File: src/rtl/ifs_regs.svh
// register offsets, field positions and reset values of the filter/stop/range block
// assumes a 32-bit AXI4-Lite slave, one aligned word per register
`ifndef IFS_REGS_SVH
`define IFS_REGS_SVH

// register indices; byte address is four times the index
`define IFS_IDX_FLT        6
`define IFS_IDX_RA         7
`define IFS_IDX_CTRL       16
`define IFS_IDX_IRQ_STAT   17
`define IFS_IDX_IRQ_CLR    18
`define IFS_IDX_IRQ_EN     19

// glitch filter control fields
`define IFS_FLT_STOP_HOLDOFF_ENABLE_BIT   7
`define IFS_FLT_BUS_STOP_FLAG_BIT  6
`define IFS_FLT_STOP_IRQ_ENABLE_BIT 5
`define IFS_FLT_SET_MSB    4
`define IFS_FLT_RESET      8'h00

// range address
`define IFS_RA_RESET       8'h00
`define IFS_RA_WMASK       8'hFE

// control: primary address in 7..1, range match enable in 0
`define IFS_CTRL_RANGE_MATCH_ENABLE_BIT  0
`define IFS_CTRL_RESET     8'h00

// interrupt status / clear / enable layout
`define IFS_IRQ_MOD_BIT    0
`define IFS_IRQ_MATCH_BIT  1
`define IFS_IRQ_STOP_BIT   2
`define IFS_IRQ_RESET      3'h0

// answers
`define IFS_RESP_OKAY      2'h0
`define IFS_RESP_SLVERR    2'h2

`endif

File: src/rtl/ifs_pkg.sv
// types shared by the filter/stop/range block
// assumes nothing beyond a SystemVerilog compiler
package ifs_pkg;
    // stop-mode holdoff states
    typedef enum logic [1:0] {
        IFS_RUN,
        IFS_WAIT_BYTE,
        IFS_ACKED
    } ifs_hold_e;

    typedef logic [7:0] ifs_byte_t;
endpackage

File: src/rtl/ifs_filter_stop_range.sv
// i2c input glitch filter, bus stop detect, stop-mode holdoff and range address match
// assumes one 200 MHz clock MCLK, synchronous reset, and a transfer core on the same clock
`timescale 1ns/10ps
`include "ifs_regs.svh"
// Behaviour
// - holdoff on and module idle: stop-mode request acknowledged immediately.
// - holdoff on during a transfer: acknowledge after the current byte finishes.
// - module irq enable set before stop: transfer-complete interrupt after wake.
// - holdoff off never gates stop entry; holdoff on applies holdoff.
// - bus stop sets flag bit 6; stays until software writes one.
// - stop irq enable bit 5 gates the bus stop interrupt via the module flag; stop status bit 2 sets regardless.
// - clear stop flag before module flag, else module flag reasserts.
// - filter blocks pulses no longer than the programmed setting in bits 4-0.
// - setting zero bypasses; 1 to 31 suppress glitches up to n cycles. Here zero still drops one-cycle pulses, and n+1-cycle pulses are dropped too.
// - range register bits 7-1 hold a 7-bit address, 7-bit scheme only.
// - nonzero range register enables it; zero keeps it out of matching.
// - range register matches like primary address, and is upper bound in range mode.
// - range mode matches addresses above primary and at or below range.
// - range register bit 0 reads zero, ignores writes.
module ifs_filter_stop_range (
    // clock and reset
    input  wire logic        MCLK,
    input  wire logic        RESET,
    // axi4-lite write address and data
    input  wire logic        S_AXI_AWVALID,
    output logic             S_AXI_AWREADY,
    input  wire logic [31:0] S_AXI_AWADDR,
    input  wire logic        S_AXI_WVALID,
    output logic             S_AXI_WREADY,
    input  wire logic [31:0] S_AXI_WDATA,
    input  wire logic [3:0]  S_AXI_WSTRB,
    // axi4-lite write response
    output logic             S_AXI_BVALID,
    input  wire logic        S_AXI_BREADY,
    output logic [1:0]       S_AXI_BRESP,
    // axi4-lite read
    input  wire logic        S_AXI_ARVALID,
    output logic             S_AXI_ARREADY,
    input  wire logic [31:0] S_AXI_ARADDR,
    output logic             S_AXI_RVALID,
    input  wire logic        S_AXI_RREADY,
    output logic [31:0]      S_AXI_RDATA,
    output logic [1:0]       S_AXI_RRESP,
    // i2c bus inputs and filtered levels
    input  wire logic        SCL_IN,
    input  wire logic        SDA_IN,
    output logic             SCL_FILT,
    output logic             SDA_FILT,
    // transfer core
    input  wire logic        XFER_BUSY,
    input  wire logic        BYTE_DONE,
    input  wire logic        TCF_IN,
    input  wire logic        ADDR_10BIT,
    input  wire logic        ADDR_VALID,
    input  wire logic [6:0]  RX_ADDR,
    output logic             ADDR_MATCH,
    // low-power controller
    input  wire logic        STOP_REQ,
    output logic             STOP_ACK,
    // interrupt
    output logic             IRQ
);

    // address decode: register index from a byte address
    function automatic logic [7:0] reg_index(input logic [31:0] addr);
        reg_index = addr[9:2];
    endfunction

    function automatic logic known_index(input logic [7:0] idx);
        known_index = (idx == 8'(`IFS_IDX_FLT)) || (idx == 8'(`IFS_IDX_RA)) ||
                      (idx == 8'(`IFS_IDX_CTRL)) || (idx == 8'(`IFS_IDX_IRQ_STAT)) ||
                      (idx == 8'(`IFS_IDX_IRQ_CLR)) || (idx == 8'(`IFS_IDX_IRQ_EN));
    endfunction

    // register state
    ifs_pkg::ifs_byte_t flt_reg;
    ifs_pkg::ifs_byte_t ra_reg;
    ifs_pkg::ifs_byte_t ctrl_reg;
    logic [2:0]         irq_stat_reg;
    logic [2:0]         irq_en_reg;
    logic               irq_reg;

    // axi slave state
    logic               aw_full_reg;
    logic               w_full_reg;
    logic [31:0]        aw_addr_reg;
    logic [31:0]        w_data_reg;
    logic [3:0]         w_strb_reg;
    logic               aw_rdy_reg;
    logic               w_rdy_reg;
    logic               bvalid_reg;
    logic [1:0]         bresp_reg;
    logic               ar_rdy_reg;
    logic               rvalid_reg;
    logic [31:0]        rdata_reg;
    logic [1:0]         rresp_reg;

    // field views
    wire                stop_holdoff_enable         = flt_reg[`IFS_FLT_STOP_HOLDOFF_ENABLE_BIT];
    wire                stop_flag    = flt_reg[`IFS_FLT_BUS_STOP_FLAG_BIT];
    wire                stop_ie      = flt_reg[`IFS_FLT_STOP_IRQ_ENABLE_BIT];
    wire [4:0]          glitch_set   = flt_reg[`IFS_FLT_SET_MSB:0];
    wire [6:0]          range_addr   = ra_reg[7:1];
    wire [6:0]          prim_addr    = ctrl_reg[7:1];
    wire                range_mode   = ctrl_reg[`IFS_CTRL_RANGE_MATCH_ENABLE_BIT];
    wire                mod_irq_en   = irq_en_reg[`IFS_IRQ_MOD_BIT];

    // write channel: address and data taken in either order, answered after both
    wire                aw_hs        = S_AXI_AWVALID & aw_rdy_reg;
    wire                w_hs         = S_AXI_WVALID & w_rdy_reg;
    wire                do_wr        = aw_full_reg & w_full_reg & ~bvalid_reg;
    wire [7:0]          wr_idx       = reg_index(aw_addr_reg);
    wire                wr_lane0     = do_wr & w_strb_reg[0];
    wire                wr_flt       = wr_lane0 & (wr_idx == 8'(`IFS_IDX_FLT));
    wire                wr_ra        = wr_lane0 & (wr_idx == 8'(`IFS_IDX_RA));
    wire                wr_ctrl      = wr_lane0 & (wr_idx == 8'(`IFS_IDX_CTRL));
    wire                wr_clr       = wr_lane0 & (wr_idx == 8'(`IFS_IDX_IRQ_CLR));
    wire                wr_en        = wr_lane0 & (wr_idx == 8'(`IFS_IDX_IRQ_EN));
    wire [7:0]          wbyte        = w_data_reg[7:0];
    wire                aw_full_next = (aw_full_reg | aw_hs) & ~do_wr;
    wire                w_full_next  = (w_full_reg | w_hs) & ~do_wr;
    wire                bvalid_next  = do_wr | (bvalid_reg & ~S_AXI_BREADY);

    // read channel: one read at a time, answered the cycle after it is taken
    wire                ar_hs        = S_AXI_ARVALID & ar_rdy_reg;
    wire [7:0]          rd_idx       = reg_index(S_AXI_ARADDR);
    wire                rvalid_next  = ar_hs | (rvalid_reg & ~S_AXI_RREADY);
    logic [7:0]         rd_byte;

    // read mux; the clear register reads as zero since it is write-only
    always_comb begin
        case (rd_idx)
            8'(`IFS_IDX_FLT):      rd_byte = flt_reg;
            8'(`IFS_IDX_RA):       rd_byte = {ra_reg[7:1], 1'b0};
            8'(`IFS_IDX_CTRL):     rd_byte = ctrl_reg;
            8'(`IFS_IDX_IRQ_STAT): rd_byte = {5'h00, irq_stat_reg};
            8'(`IFS_IDX_IRQ_EN):   rd_byte = {5'h00, irq_en_reg};
            default:               rd_byte = 8'h00;
        endcase
    end

    // axi handshake registers
    always_ff @(posedge MCLK) begin
        if (RESET) begin
            aw_full_reg <= 1'b0;
            w_full_reg  <= 1'b0;
            aw_rdy_reg  <= 1'b0;
            w_rdy_reg   <= 1'b0;
            bvalid_reg  <= 1'b0;
            ar_rdy_reg  <= 1'b0;
            rvalid_reg  <= 1'b0;
        end else begin
            aw_full_reg <= aw_full_next;
            w_full_reg  <= w_full_next;
            aw_rdy_reg  <= ~aw_full_next;
            w_rdy_reg   <= ~w_full_next;
            bvalid_reg  <= bvalid_next;
            ar_rdy_reg  <= ~rvalid_next;
            rvalid_reg  <= rvalid_next;
        end
    end

    // axi payload registers
    always_ff @(posedge MCLK) begin
        if (RESET) begin
            aw_addr_reg <= 32'h0000_0000;
            w_data_reg  <= 32'h0000_0000;
            w_strb_reg  <= 4'h0;
            bresp_reg   <= `IFS_RESP_OKAY;
            rdata_reg   <= 32'h0000_0000;
            rresp_reg   <= `IFS_RESP_OKAY;
        end else begin
            if (aw_hs) aw_addr_reg <= S_AXI_AWADDR;
            if (w_hs) w_data_reg <= S_AXI_WDATA;
            if (w_hs) w_strb_reg <= S_AXI_WSTRB;
            if (do_wr) bresp_reg <= known_index(wr_idx) ? `IFS_RESP_OKAY : `IFS_RESP_SLVERR;
            if (ar_hs) rdata_reg <= {24'h000000, rd_byte};
            if (ar_hs) rresp_reg <= known_index(rd_idx) ? `IFS_RESP_OKAY : `IFS_RESP_SLVERR;
        end
    end

    // input synchronisers: three stages, a level counts once stages two and three agree
    logic [2:0] sync1_reg;
    logic [2:0] sync2_reg;
    logic [2:0] sync3_reg;
    logic [1:0] filt_reg;
    logic [4:0] cnt_reg [2];
    logic [1:0] cnt_pass;
    logic [1:0] differ;
    logic       sda_filt_d_reg;

    // index 2 is the scl sample the filter reads, 1 is sda, 0 is scl again and nothing reads it
    always_ff @(posedge MCLK) begin
        if (RESET) begin
            sync1_reg <= 3'h7;
            sync2_reg <= 3'h7;
            sync3_reg <= 3'h7;
        end else begin
            sync1_reg <= {SCL_IN, SDA_IN, SCL_IN};
            sync2_reg <= sync1_reg;
            sync3_reg <= sync2_reg;
        end
    end

    // a candidate level differs from the passed one; a settling input restarts the count
    assign differ[0] = (sync2_reg[2] == sync3_reg[2]) & (sync3_reg[2] != filt_reg[0]);
    assign differ[1] = (sync2_reg[1] == sync3_reg[1]) & (sync3_reg[1] != filt_reg[1]);
    // the level passes in its (setting+1)th stable cycle; setting 0 passes at once
    assign cnt_pass[0] = differ[0] & (cnt_reg[0] == glitch_set);
    assign cnt_pass[1] = differ[1] & (cnt_reg[1] == glitch_set);

    // glitch filter counters
    always_ff @(posedge MCLK) begin
        if (RESET) begin
            cnt_reg[0] <= 5'h00;
            cnt_reg[1] <= 5'h00;
            filt_reg   <= 2'h3;
        end else begin
            cnt_reg[0] <= (differ[0] & ~cnt_pass[0]) ? cnt_reg[0] + 5'h01 : 5'h00;
            cnt_reg[1] <= (differ[1] & ~cnt_pass[1]) ? cnt_reg[1] + 5'h01 : 5'h00;
            if (cnt_pass[0]) filt_reg[0] <= sync3_reg[2];
            if (cnt_pass[1]) filt_reg[1] <= sync3_reg[1];
        end
    end

    // stop condition: filtered sda rises while filtered scl is high
    wire stop_det = filt_reg[0] & filt_reg[1] & ~sda_filt_d_reg;

    always_ff @(posedge MCLK) begin
        if (RESET) sda_filt_d_reg <= 1'b1;
        else sda_filt_d_reg <= filt_reg[1];
    end

    // stop-mode holdoff
    ifs_pkg::ifs_hold_e hold_reg;
    ifs_pkg::ifs_hold_e hold_next;
    logic               wake_en_reg;
    wire                byte_free = ~XFER_BUSY | BYTE_DONE;

    always_comb begin
        case (hold_reg)
            ifs_pkg::IFS_RUN: begin
                if (!STOP_REQ) hold_next = ifs_pkg::IFS_RUN;
                else if (!stop_holdoff_enable || byte_free) hold_next = ifs_pkg::IFS_ACKED;
                else hold_next = ifs_pkg::IFS_WAIT_BYTE;
            end
            ifs_pkg::IFS_WAIT_BYTE: begin
                if (!STOP_REQ) hold_next = ifs_pkg::IFS_RUN;
                else if (!stop_holdoff_enable || byte_free) hold_next = ifs_pkg::IFS_ACKED;
                else hold_next = ifs_pkg::IFS_WAIT_BYTE;
            end
            ifs_pkg::IFS_ACKED: begin
                hold_next = STOP_REQ ? ifs_pkg::IFS_ACKED : ifs_pkg::IFS_RUN;
            end
            default: hold_next = ifs_pkg::IFS_RUN;
        endcase
    end

    // a wake is the request falling while acknowledged
    wire wake_evt  = (hold_reg == ifs_pkg::IFS_ACKED) & ~STOP_REQ;
    wire enter_evt = (hold_reg != ifs_pkg::IFS_ACKED) & (hold_next == ifs_pkg::IFS_ACKED);

    // the interrupt enable is caught at stop entry so software changes while asleep do not count
    always_ff @(posedge MCLK) begin
        if (RESET) begin
            hold_reg    <= ifs_pkg::IFS_RUN;
            STOP_ACK    <= 1'b0;
            wake_en_reg <= 1'b0;
        end else begin
            hold_reg <= hold_next;
            STOP_ACK <= (hold_next == ifs_pkg::IFS_ACKED);
            if (enter_evt) wake_en_reg <= mod_irq_en;
        end
    end

    // address matching; range register only in the 7-bit scheme
    wire ra_on     = (range_addr != 7'h00) & ~ADDR_10BIT;
    wire hit_prim  = (RX_ADDR == prim_addr);
    wire hit_ra    = ra_on & (RX_ADDR == range_addr);
    wire hit_range = ra_on & range_mode & (RX_ADDR > prim_addr) & (RX_ADDR <= range_addr);
    wire match_evt = ADDR_VALID & (hit_prim | hit_ra | hit_range);

    always_ff @(posedge MCLK) begin
        if (RESET) ADDR_MATCH <= 1'b0;
        else ADDR_MATCH <= match_evt;
    end

    // interrupt sources; the module flag follows the stop flag as a level so clearing
    // it first only sees it come back
    wire [2:0] irq_set;
    assign irq_set[`IFS_IRQ_MOD_BIT]   = TCF_IN | (wake_evt & wake_en_reg) |
                                         (stop_flag & stop_ie);
    assign irq_set[`IFS_IRQ_MATCH_BIT] = match_evt;
    assign irq_set[`IFS_IRQ_STOP_BIT]  = stop_det;
    wire [2:0] irq_clr = wr_clr ? wbyte[2:0] : 3'h0;
    wire [2:0] irq_stat_next = irq_set | (irq_stat_reg & ~irq_clr);

    // software registers; hardware set wins over a same-cycle clear
    always_ff @(posedge MCLK) begin
        if (RESET) begin
            flt_reg      <= `IFS_FLT_RESET;
            ra_reg       <= `IFS_RA_RESET;
            ctrl_reg     <= `IFS_CTRL_RESET;
            irq_stat_reg <= `IFS_IRQ_RESET;
            irq_en_reg   <= `IFS_IRQ_RESET;
            irq_reg      <= 1'b0;
        end else begin
            if (wr_flt) begin
                flt_reg[`IFS_FLT_STOP_HOLDOFF_ENABLE_BIT]    <= wbyte[`IFS_FLT_STOP_HOLDOFF_ENABLE_BIT];
                flt_reg[`IFS_FLT_STOP_IRQ_ENABLE_BIT]  <= wbyte[`IFS_FLT_STOP_IRQ_ENABLE_BIT];
                flt_reg[`IFS_FLT_SET_MSB:0]   <= wbyte[`IFS_FLT_SET_MSB:0];
            end
            flt_reg[`IFS_FLT_BUS_STOP_FLAG_BIT] <= stop_det | (stop_flag &
                ~(wr_flt & wbyte[`IFS_FLT_BUS_STOP_FLAG_BIT]));
            if (wr_ra) ra_reg <= wbyte & `IFS_RA_WMASK;
            if (wr_ctrl) ctrl_reg <= wbyte;
            if (wr_en) irq_en_reg <= wbyte[2:0];
            irq_stat_reg <= irq_stat_next;
            irq_reg      <= |(irq_stat_next & (wr_en ? wbyte[2:0] : irq_en_reg));
        end
    end

    // outputs
    assign S_AXI_AWREADY = aw_rdy_reg;
    assign S_AXI_WREADY  = w_rdy_reg;
    assign S_AXI_BVALID  = bvalid_reg;
    assign S_AXI_BRESP   = bresp_reg;
    assign S_AXI_ARREADY = ar_rdy_reg;
    assign S_AXI_RVALID  = rvalid_reg;
    assign S_AXI_RDATA   = rdata_reg;
    assign S_AXI_RRESP   = rresp_reg;
    assign SCL_FILT      = filt_reg[0];
    assign SDA_FILT      = filt_reg[1];
    assign IRQ           = irq_reg;
endmodule

File: config.mk
export PLATFORM = sky130hd
export DESIGN_NAME = ifs_filter_stop_range
export DESIGN_NICKNAME = d
export VERILOG_FILES = /design/src/rtl/ifs_pkg.sv /design/src/rtl/ifs_filter_stop_range.sv
export VERILOG_INCLUDE_DIRS = /design/src /design/src/rtl
export SDC_FILE = /design/constraint.sdc
export NUM_CORES = 1
export LEC_CHECK = 0
export ABC_AREA = 1
export BUFFER_PORTS_ARGS = -buffer_cell sky130_fd_sc_hd__buf_2
export CAP_MARGIN = 5
export CORE_MARGIN = 5
export CORE_UTILIZATION = 49
export DETAILED_ROUTE_END_ITERATION = 16
export GPL_TIMING_DRIVEN = 1
export PLACE_DENSITY = 0.8
export SETUP_SLACK_MARGIN = 0.15
export SLEW_MARGIN = 20
export SYNTH_ARGS = -nofsm -noshare
export SYNTH_HDL_FRONTEND = slang
export SYNTH_SLANG_ARGS = --single-unit
File: constraint.sdc
create_clock -name MCLK -period 1.7 [get_ports MCLK]
set_clock_uncertainty 0.15 [all_clocks]
set_input_delay 0.17 -clock MCLK [delete_from_list [all_inputs] [get_ports MCLK]]
set_output_delay 0.17 -clock MCLK [all_outputs]
set_load 0.03 [all_outputs]
==> results of run 1 <==
==> cells by family (layout without fill, tap and decap cells) <==
group	count (synthesis)	after routing	share of synthesized area
simple gates	204	204	0.214
other cells	1	26	0.000882
fa+ha+maj	16	16	0.0471
buf+inv	121	223	0.134
flops	88	88	0.414
xor+xnor	15	15	0.0309
compound gates	122	122	0.160
==> where the power goes <==
part / leakage, nW / switching [mW] / internal, mW
Clock: 0.0927 / 0.716 / 0.651
Combinational: 1.72 / 0.396 / 0.225
Sequential: 0.725 / 0.0468 / 2.13
Total: 2.54 / 1.16 / 3.00
==> cell type report <==
type,count,area (um^2),area share
clock buffers,14,173,0.0307
clock inverters,2,12.5,0.00223
multi-input cells,383,2310,0.412
repair buffers,125,882,0.157
well taps,108,135,0.0241
flip-flops and latches,88,1790,0.318
inverters,82,315,0.0561
==> cells in the mapped netlist <==
library cell | number | area share
clkinv_2 | 1 | 0.0012
nor3_1 | 8 | 0.0094
dfxtp_1 | 88 | 0.41
nand4_1 | 5 | 0.0074
clkbuf_1 | 11 | 0.0097
nor3_2 | 2 | 0.0047
ha_1 | 16 | 0.047
nand3b_1 | 1 | 0.0018
nor4_1 | 1 | 0.0015
nor3_4 | 1 | 0.0038
a211oi_2 | 3 | 0.0088
nor2_1 | 59 | 0.052
nand3_4 | 1 | 0.0041
nand3_1 | 25 | 0.029
a31oi_1 | 2 | 0.0029
a21oi_1 | 56 | 0.066
o2111ai_1 | 1 | 0.0021
nand2_1 | 90 | 0.079
o211ai_1 | 5 | 0.0088
nor2_2 | 3 | 0.0044
inv_2 | 2 | 0.0018
conb_1 | 1 | 0.00088
buf_4 | 26 | 0.046
inv_1 | 78 | 0.069
a211oi_1 | 9 | 0.016
nor2_8 | 1 | 0.0047
buf_6 | 2 | 0.0053
xor2_1 | 10 | 0.021
or2_2 | 6 | 0.0088
o21ai_0 | 44 | 0.052
xnor2_1 | 5 | 0.010
o21a_1 | 1 | 0.0018
clkinv_1 | 1 | 0.00088
a21o_1 | 1 | 0.0018
nand3_2 | 1 | 0.0024
==> critical path, stage by stage, from the launching register on <==
cell	delay, ns
dfxtp_4	0.36
buf_4	0.15
nor2_1	0.14
nand2_1	0.10
nor2_1	0.16
nor2_1	0.08
nand2_1	0.08
nand2_1	0.05
inv_1	0.05
nand2_1	0.05
nand2_2	0.11
nand2_2	0.06
nand2_1	0.05
nand2_1	0.04
==> path summary, 6_finish.rpt <==
path	from	to	slack (ns)	depth (start not counted)
max	ra_reg[1]$_SDFFE_PP0P_	IRQ$_SDFF_PP0_	-0.04	13
min	RESET	filt_reg[0]$_SDFFE_PP1P_	-0.02	3
max reg2reg	ra_reg[1]$_SDFFE_PP0P_	IRQ$_SDFF_PP0_	-0.04	13
min reg2reg	sync1_reg[0]$_SDFF_PP1_	sync2_reg[0]$_SDFF_PP1_	0.26	1
==> timing repair <==
action	CTS	global route
pin swaps	15	17
cloned	0	1
hold endpoints to repair	29	3
setup buffers	3	4
setup endpoints to repair	24	35
gates resized for setup	36	55
hold buffers	28	2
==> layer usage <==
metal | routed length [um] | vias up | part of all wire
li1 | - | 2032 | -
met4 | 430 | 0 | 0.037
met1 | 4710 | 1883 | 0.40
met5 | 0 | - | 0
met3 | 797 | 43 | 0.068
met2 | 5790 | 174 | 0.49
==> placed cells by master, fill, tap and decap left out, types with 26 or more instances in the layout <==
cell type	instances
dfxtp_1	72
inv_1	65
a21oi_1	54
buf_2	66
o21ai_0	31
nor2_1	50
nand2_1	83
dlygate4sd3_1	30
conb_1	26
buf_4	26
==> stage by stage <==
stage | cell area (um^2) | hold slack, ns | utilization | TNS, ns
2_1_floorplan | 4360 | 0.124 | - | 0
3_3_place_gp | 4740 | 0.202 | 0.551 | -0.0242
3_5_place_dp | 4740 | 0.207 | 0.551 | -0.0700
4_1_cts | 5370 | -0.0480 | 0.625 | 0
5_1_grt | 5620 | 0.0205 | 0.654 | -1.03
6_report | 5620 | -0.0176 | 0.654 | -0.0620
==> impl_metrics.env, run 1 <==
export IMPL_cp_data_arrival_time_ns=1.84
export IMPL_hold_viol=1
export IMPL_cts_root_buf="clkbuf_8"
export IMPL_fin_cells=802
export IMPL_synth_distinct_cells=35
export IMPL_path_clk_slew_ns=0.09
export IMPL_routed_via_density=5.15
export IMPL_fin_ws_ns=-0.0385
export IMPL_gp_congestion=0.901
export IMPL_synthCells=567
export IMPL_io_pin_count=168
export IMPL_cp_max_fo=3
export IMPL_syn_area_um2=4250
export IMPL_violations="negative hold slack, negative setup slack"
export IMPL_grt_busiest_layer="met2"
export IMPL_nFillCells=670
export IMPL_p_per_area_nw_per_um2=741
export IMPL_ys_seq_area_frac=0.414
export IMPL_syn2layout_area_growth_pct=32.1
export IMPL_nets=827
export IMPL_grtUsageMet2=0.343
export IMPL_die_y_um=103
export IMPL_port_buffers=66
export IMPL_dr_first_iter_drc_count=375
export IMPL_initial_core_util=0.495
export IMPL_wl_um=11700
export IMPL_grt_remaining_overflow=0
export IMPL_h_tree_depth=3
export IMPL_hold_ws_ns=-0.0176
export IMPL_dp_cells=748
export IMPL_end_kind="flop"
export IMPL_numCtsBuffers=9
export IMPL_drive_above_1_share=0.285
export IMPL_die_area_um2=10600
export IMPL_clock_latency_ns=0.36
export IMPL_largest_reg_flops=10
export IMPL_design_power_total_mw=4.16
export IMPL_rsz0062_at_grt="true"
export IMPL_firstDrtPassIters=6
export IMPL_slew_viol_final=0
export IMPL_n_antenna_cell=0
export IMPL_syn_mean_instance_area_um2=7.50
export IMPL_cts_num_sinks=88
export IMPL_fp_row_count=34
export IMPL_worstHoldPathType="primary input to flop"
export IMPL_grt_max_degree=36
export IMPL_cap_viol_max_count=0
export IMPL_die_w_um=103
export IMPL_drc_errors=0
export IMPL_cts_tree="built"
export IMPL_synth_warnings=0
export IMPL_worst_setup_path_type="flop to flop"
export IMPL_setup_viol=2
export IMPL_fin_crit_ns=1.74
export IMPL_status="complete, but fails checks"
export IMPL_p_leak_nw=2.54
export IMPL_clk_path_buf_depth=2
export IMPL_via_count=4132
export IMPL_dpl_worst_slack_ns=-0.0610
export IMPL_grt_util_met3=0.0329
export IMPL_worstPathRequired_ns=1.81
export IMPL_ir_drop_v=0.000617
export IMPL_grt_first_pass_wirelength_um=16900
export IMPL_ant_nets=0
export IMPL_hpwl_um=7630
export IMPL_start_kind="flop"
export IMPL_fmax_ghz=0.575
export IMPL_antenna_found_initial=0
export IMPL_period_share=1.02
export IMPL_ys_ff_latch=88
export IMPL_grt_total_usage=0.202
export IMPL_grt_use_met1=0.251
export IMPL_core_area_um2=8590
export IMPL_grt_pass1_vias=3749
export IMPL_routedWlPerCell_um=14.6
Power figures use the tool's default switching activity.
==> run 2: changes to the inputs <==
CELL_PAD_IN_SITES_DETAIL_PLACEMENT = 0   (was default)
CELL_PAD_IN_SITES_GLOBAL_PLACEMENT = 1   (was default)
CORE_UTILIZATION = 34   (was 49)
PLACE_DENSITY = default   (was 0.8)
PLACE_DENSITY_LB_ADDON = 0.1   (was default)
==> impl_metrics.env, run 2 (synthesis results as in run 1) <==
export IMPL_status="finished clean"
export IMPL_worstReg2RegEnd="IRQ$_SDFF_PP0_"
export IMPL_rsz0062_at_grt="true"
export IMPL_clk_path_buf_depth=2
export IMPL_final_cell_mix="nand2_1 (84), dfxtp_1 (70), inv_1 (68)"
export IMPL_ir_drop_v=0.000495
export IMPL_slew_viol_final=0
export IMPL_crit_chain="inv_1 > ha_1 > nand2_2 > nor2_2 > nand2_1 > nand2_1 > nor2_1 > nand3_1 > nand2_1 > nand2_2 > nand2_1 > nand2_1 > nand2_1"
export IMPL_largest_reg_flops=10
export IMPL_hpwl_um=8470
export IMPL_internal_power_mw=3.46
export IMPL_port_buffers=66
export IMPL_firstDrtPassIters=4
export IMPL_syn2layout_area_growth_pct=38.7
export IMPL_critical_path_buf_inv_count=1
export IMPL_cts_tree="built"
export IMPL_cp_top_family="simple AND/OR/NAND/NOR gates"
export IMPL_cp_slowest_cell="dfxtp_2"
export IMPL_cp_data_arrival_time_ns=1.76
export IMPL_routedWlPerCell_um=13.0
export IMPL_n_antenna_cell=0
export IMPL_clock_power_share=0.404
export IMPL_cts_root_buf="clkbuf_16"
export IMPL_fmax_ghz=0.592
export IMPL_worstHoldPathType="primary input to flop"
export IMPL_layout_commonest_cell="nand2_1"
export IMPL_power_switching_mw=1.20
export IMPL_path_clk_slew_ns=0.06
export IMPL_cap_viol_max_count=0
export IMPL_numCtsBuffers=9
export IMPL_end_kind="flop"
export IMPL_fp_row_count=40
export IMPL_r2r_start="ctrl_reg[2]$_SDFFE_PP0P_"
export IMPL_maxUsedRoutingLayer="met4"
export IMPL_wl_um=11500
export IMPL_grt_total_usage=0.159
export IMPL_via_count=3933
export IMPL_wl_met2_um=5180
export IMPL_dr_first_iter_drc_count=157
export IMPL_worst_setup_path_type="flop to flop"
export IMPL_wl_met3_um=582
export IMPL_nets=847
export IMPL_antenna_found_initial=0
export IMPL_fin_crit_ns=1.69
export IMPL_seq_power_share=0.468
export IMPL_gp_congestion=0.818
export IMPL_worst_r2r_path_depth=13
export IMPL_worstPathRequired_ns=1.78
export IMPL_placed_area_um2=4970
export IMPL_crit_top_cell="nand2_1"
export IMPL_drc_errors=0
export IMPL_hold_viol=0
export IMPL_wl_met1_um=5600
export IMPL_critPathLaunch="ctrl_reg[2]$_SDFFE_PP0P_"
export IMPL_cts_num_sinks=88
export IMPL_grt_max_degree=25
export IMPL_die_area_um2=14800
export IMPL_regToRegSetupSlack_ns=0.01
export IMPL_h_tree_depth=3
export IMPL_io_pin_count=168
export IMPL_grt_pass1_vias=3873
export IMPL_clock_latency_ns=0.34
export IMPL_p_leak_nw=2.66
export IMPL_cp_max_fo=3
export IMPL_drive_above_1_share=0.304
export IMPL_max_stage_delay_ns=0.32
export IMPL_die_y_um=122
export IMPL_final_design_area_no_fill_um2=5900
export IMPL_ant_nets=0
export IMPL_combPwrFrac=0.128
export IMPL_routed_via_density=4.46
export IMPL_start_kind="flop"
export IMPL_grt_first_pass_wirelength_um=18400
export IMPL_switching_share=0.258
export IMPL_setup_viol=0
export IMPL_hold_ws_ns=0.0462
export IMPL_grt_remaining_overflow=0
export IMPL_period_share=0.994
export IMPL_endpoint="IRQ$_SDFF_PP0_"
export IMPL_core_area_um2=12200
export IMPL_initial_core_util=0.350
export IMPL_die_w_um=122
export IMPL_p_per_area_nw_per_um2=790
export IMPL_crit_cells=13
[run 2: cell count changes in the layout (fill, tap and decap cells not counted), sizes merged]
cell,change
buf,+24
clkbuf,-1
dlygate4sd3,-4
nand3,+1
[run 2: power groups by stage]
stage | combinational (mW) | clock (mW) | sequential [mW]
after floorplan | 0.347 | 0 | 2.25
after CTS | 0.581 | 1.96 | 2.18
after global routing | 0.662 | 2.04 | 2.19
after global placement | 0.499 | 0 | 2.22
after detailed placement | 0.505 | 0 | 2.22
final | 0.598 | 1.88 | 2.18
[run 2: per-layer routing]
layer | global-route usage | up-vias
li1 | - | 2071
met1 | 0.211 | 1764
met5 | 0 | -
met4 | 0.0413 | 0
met2 | 0.256 | 88
met3 | 0.0446 | 10
[run 2: worst reg2reg max path: stages (launching register included)]
cell and delay (ns):
dfxtp_2 0.32, inv_1 0.05, ha_1 0.28, nand2_2 0.07, nor2_2 0.11, nand2_1 0.07, nand2_1 0.06, nor2_1 0.04
nand3_1 0.07, nand2_1 0.06, nand2_2 0.10, nand2_1 0.07, nand2_1 0.06, nand2_1 0.06
[run 2: what timing repair did]
item | in CTS | in global routing
endpoints found under the hold margin | 25 | 1
cloned | 2 | 0
setup buffers | 5 | 5
pin swaps | 18 | 9
setup endpoints to repair | 24 | 45
resized for setup | 51 | 32
hold buffers | 25 | 2
[run 2: worst min-delay path by stage]
stage	startpoint	to	slack, ns	cells after the start
floorplan	SCL_IN	sync1_reg[0]$_SDFF_PP1_	0.12	1
global placement	SDA_IN	sync1_reg[1]$_SDFF_PP1_	0.20	2
detailed placement	SCL_IN	sync1_reg[0]$_SDFF_PP1_	0.20	2
CTS	S_AXI_AWVALID	aw_addr_reg[2]$_SDFFE_PP0P_	0.04	3
global route	S_AXI_WVALID	w_strb_reg[0]$_SDFFE_PP0P_	0.06	3
finish	S_AXI_AWVALID	aw_addr_reg[3]$_SDFFE_PP0P_	0.05	3
[run 2: area by class of cell]
class,count,area (um^2)
clock buffer,14,274
clock inverter,2,12.5
fill,1200,6260
inverter,82,318
multi-input combinational,384,2250
sequential,88,1790
tap,168,210
timing repair buffer,144,1050
[run 2: per-stage QoR]
stage	util	setup slack (ns)	setup TNS, ns	power [mW]	instances
2_1_floorplan	-	0.147	0	2.60	592
3_3_place_gp	0.409	-0.130	-0.186	2.72	828
3_5_place_dp	0.409	-0.114	-0.160	2.73	828
4_1_cts	0.477	-0.0296	-0.0296	4.71	876
5_1_grt	0.485	-0.117	-0.275	4.89	882
6_report	0.485	0.0104	0	4.66	882
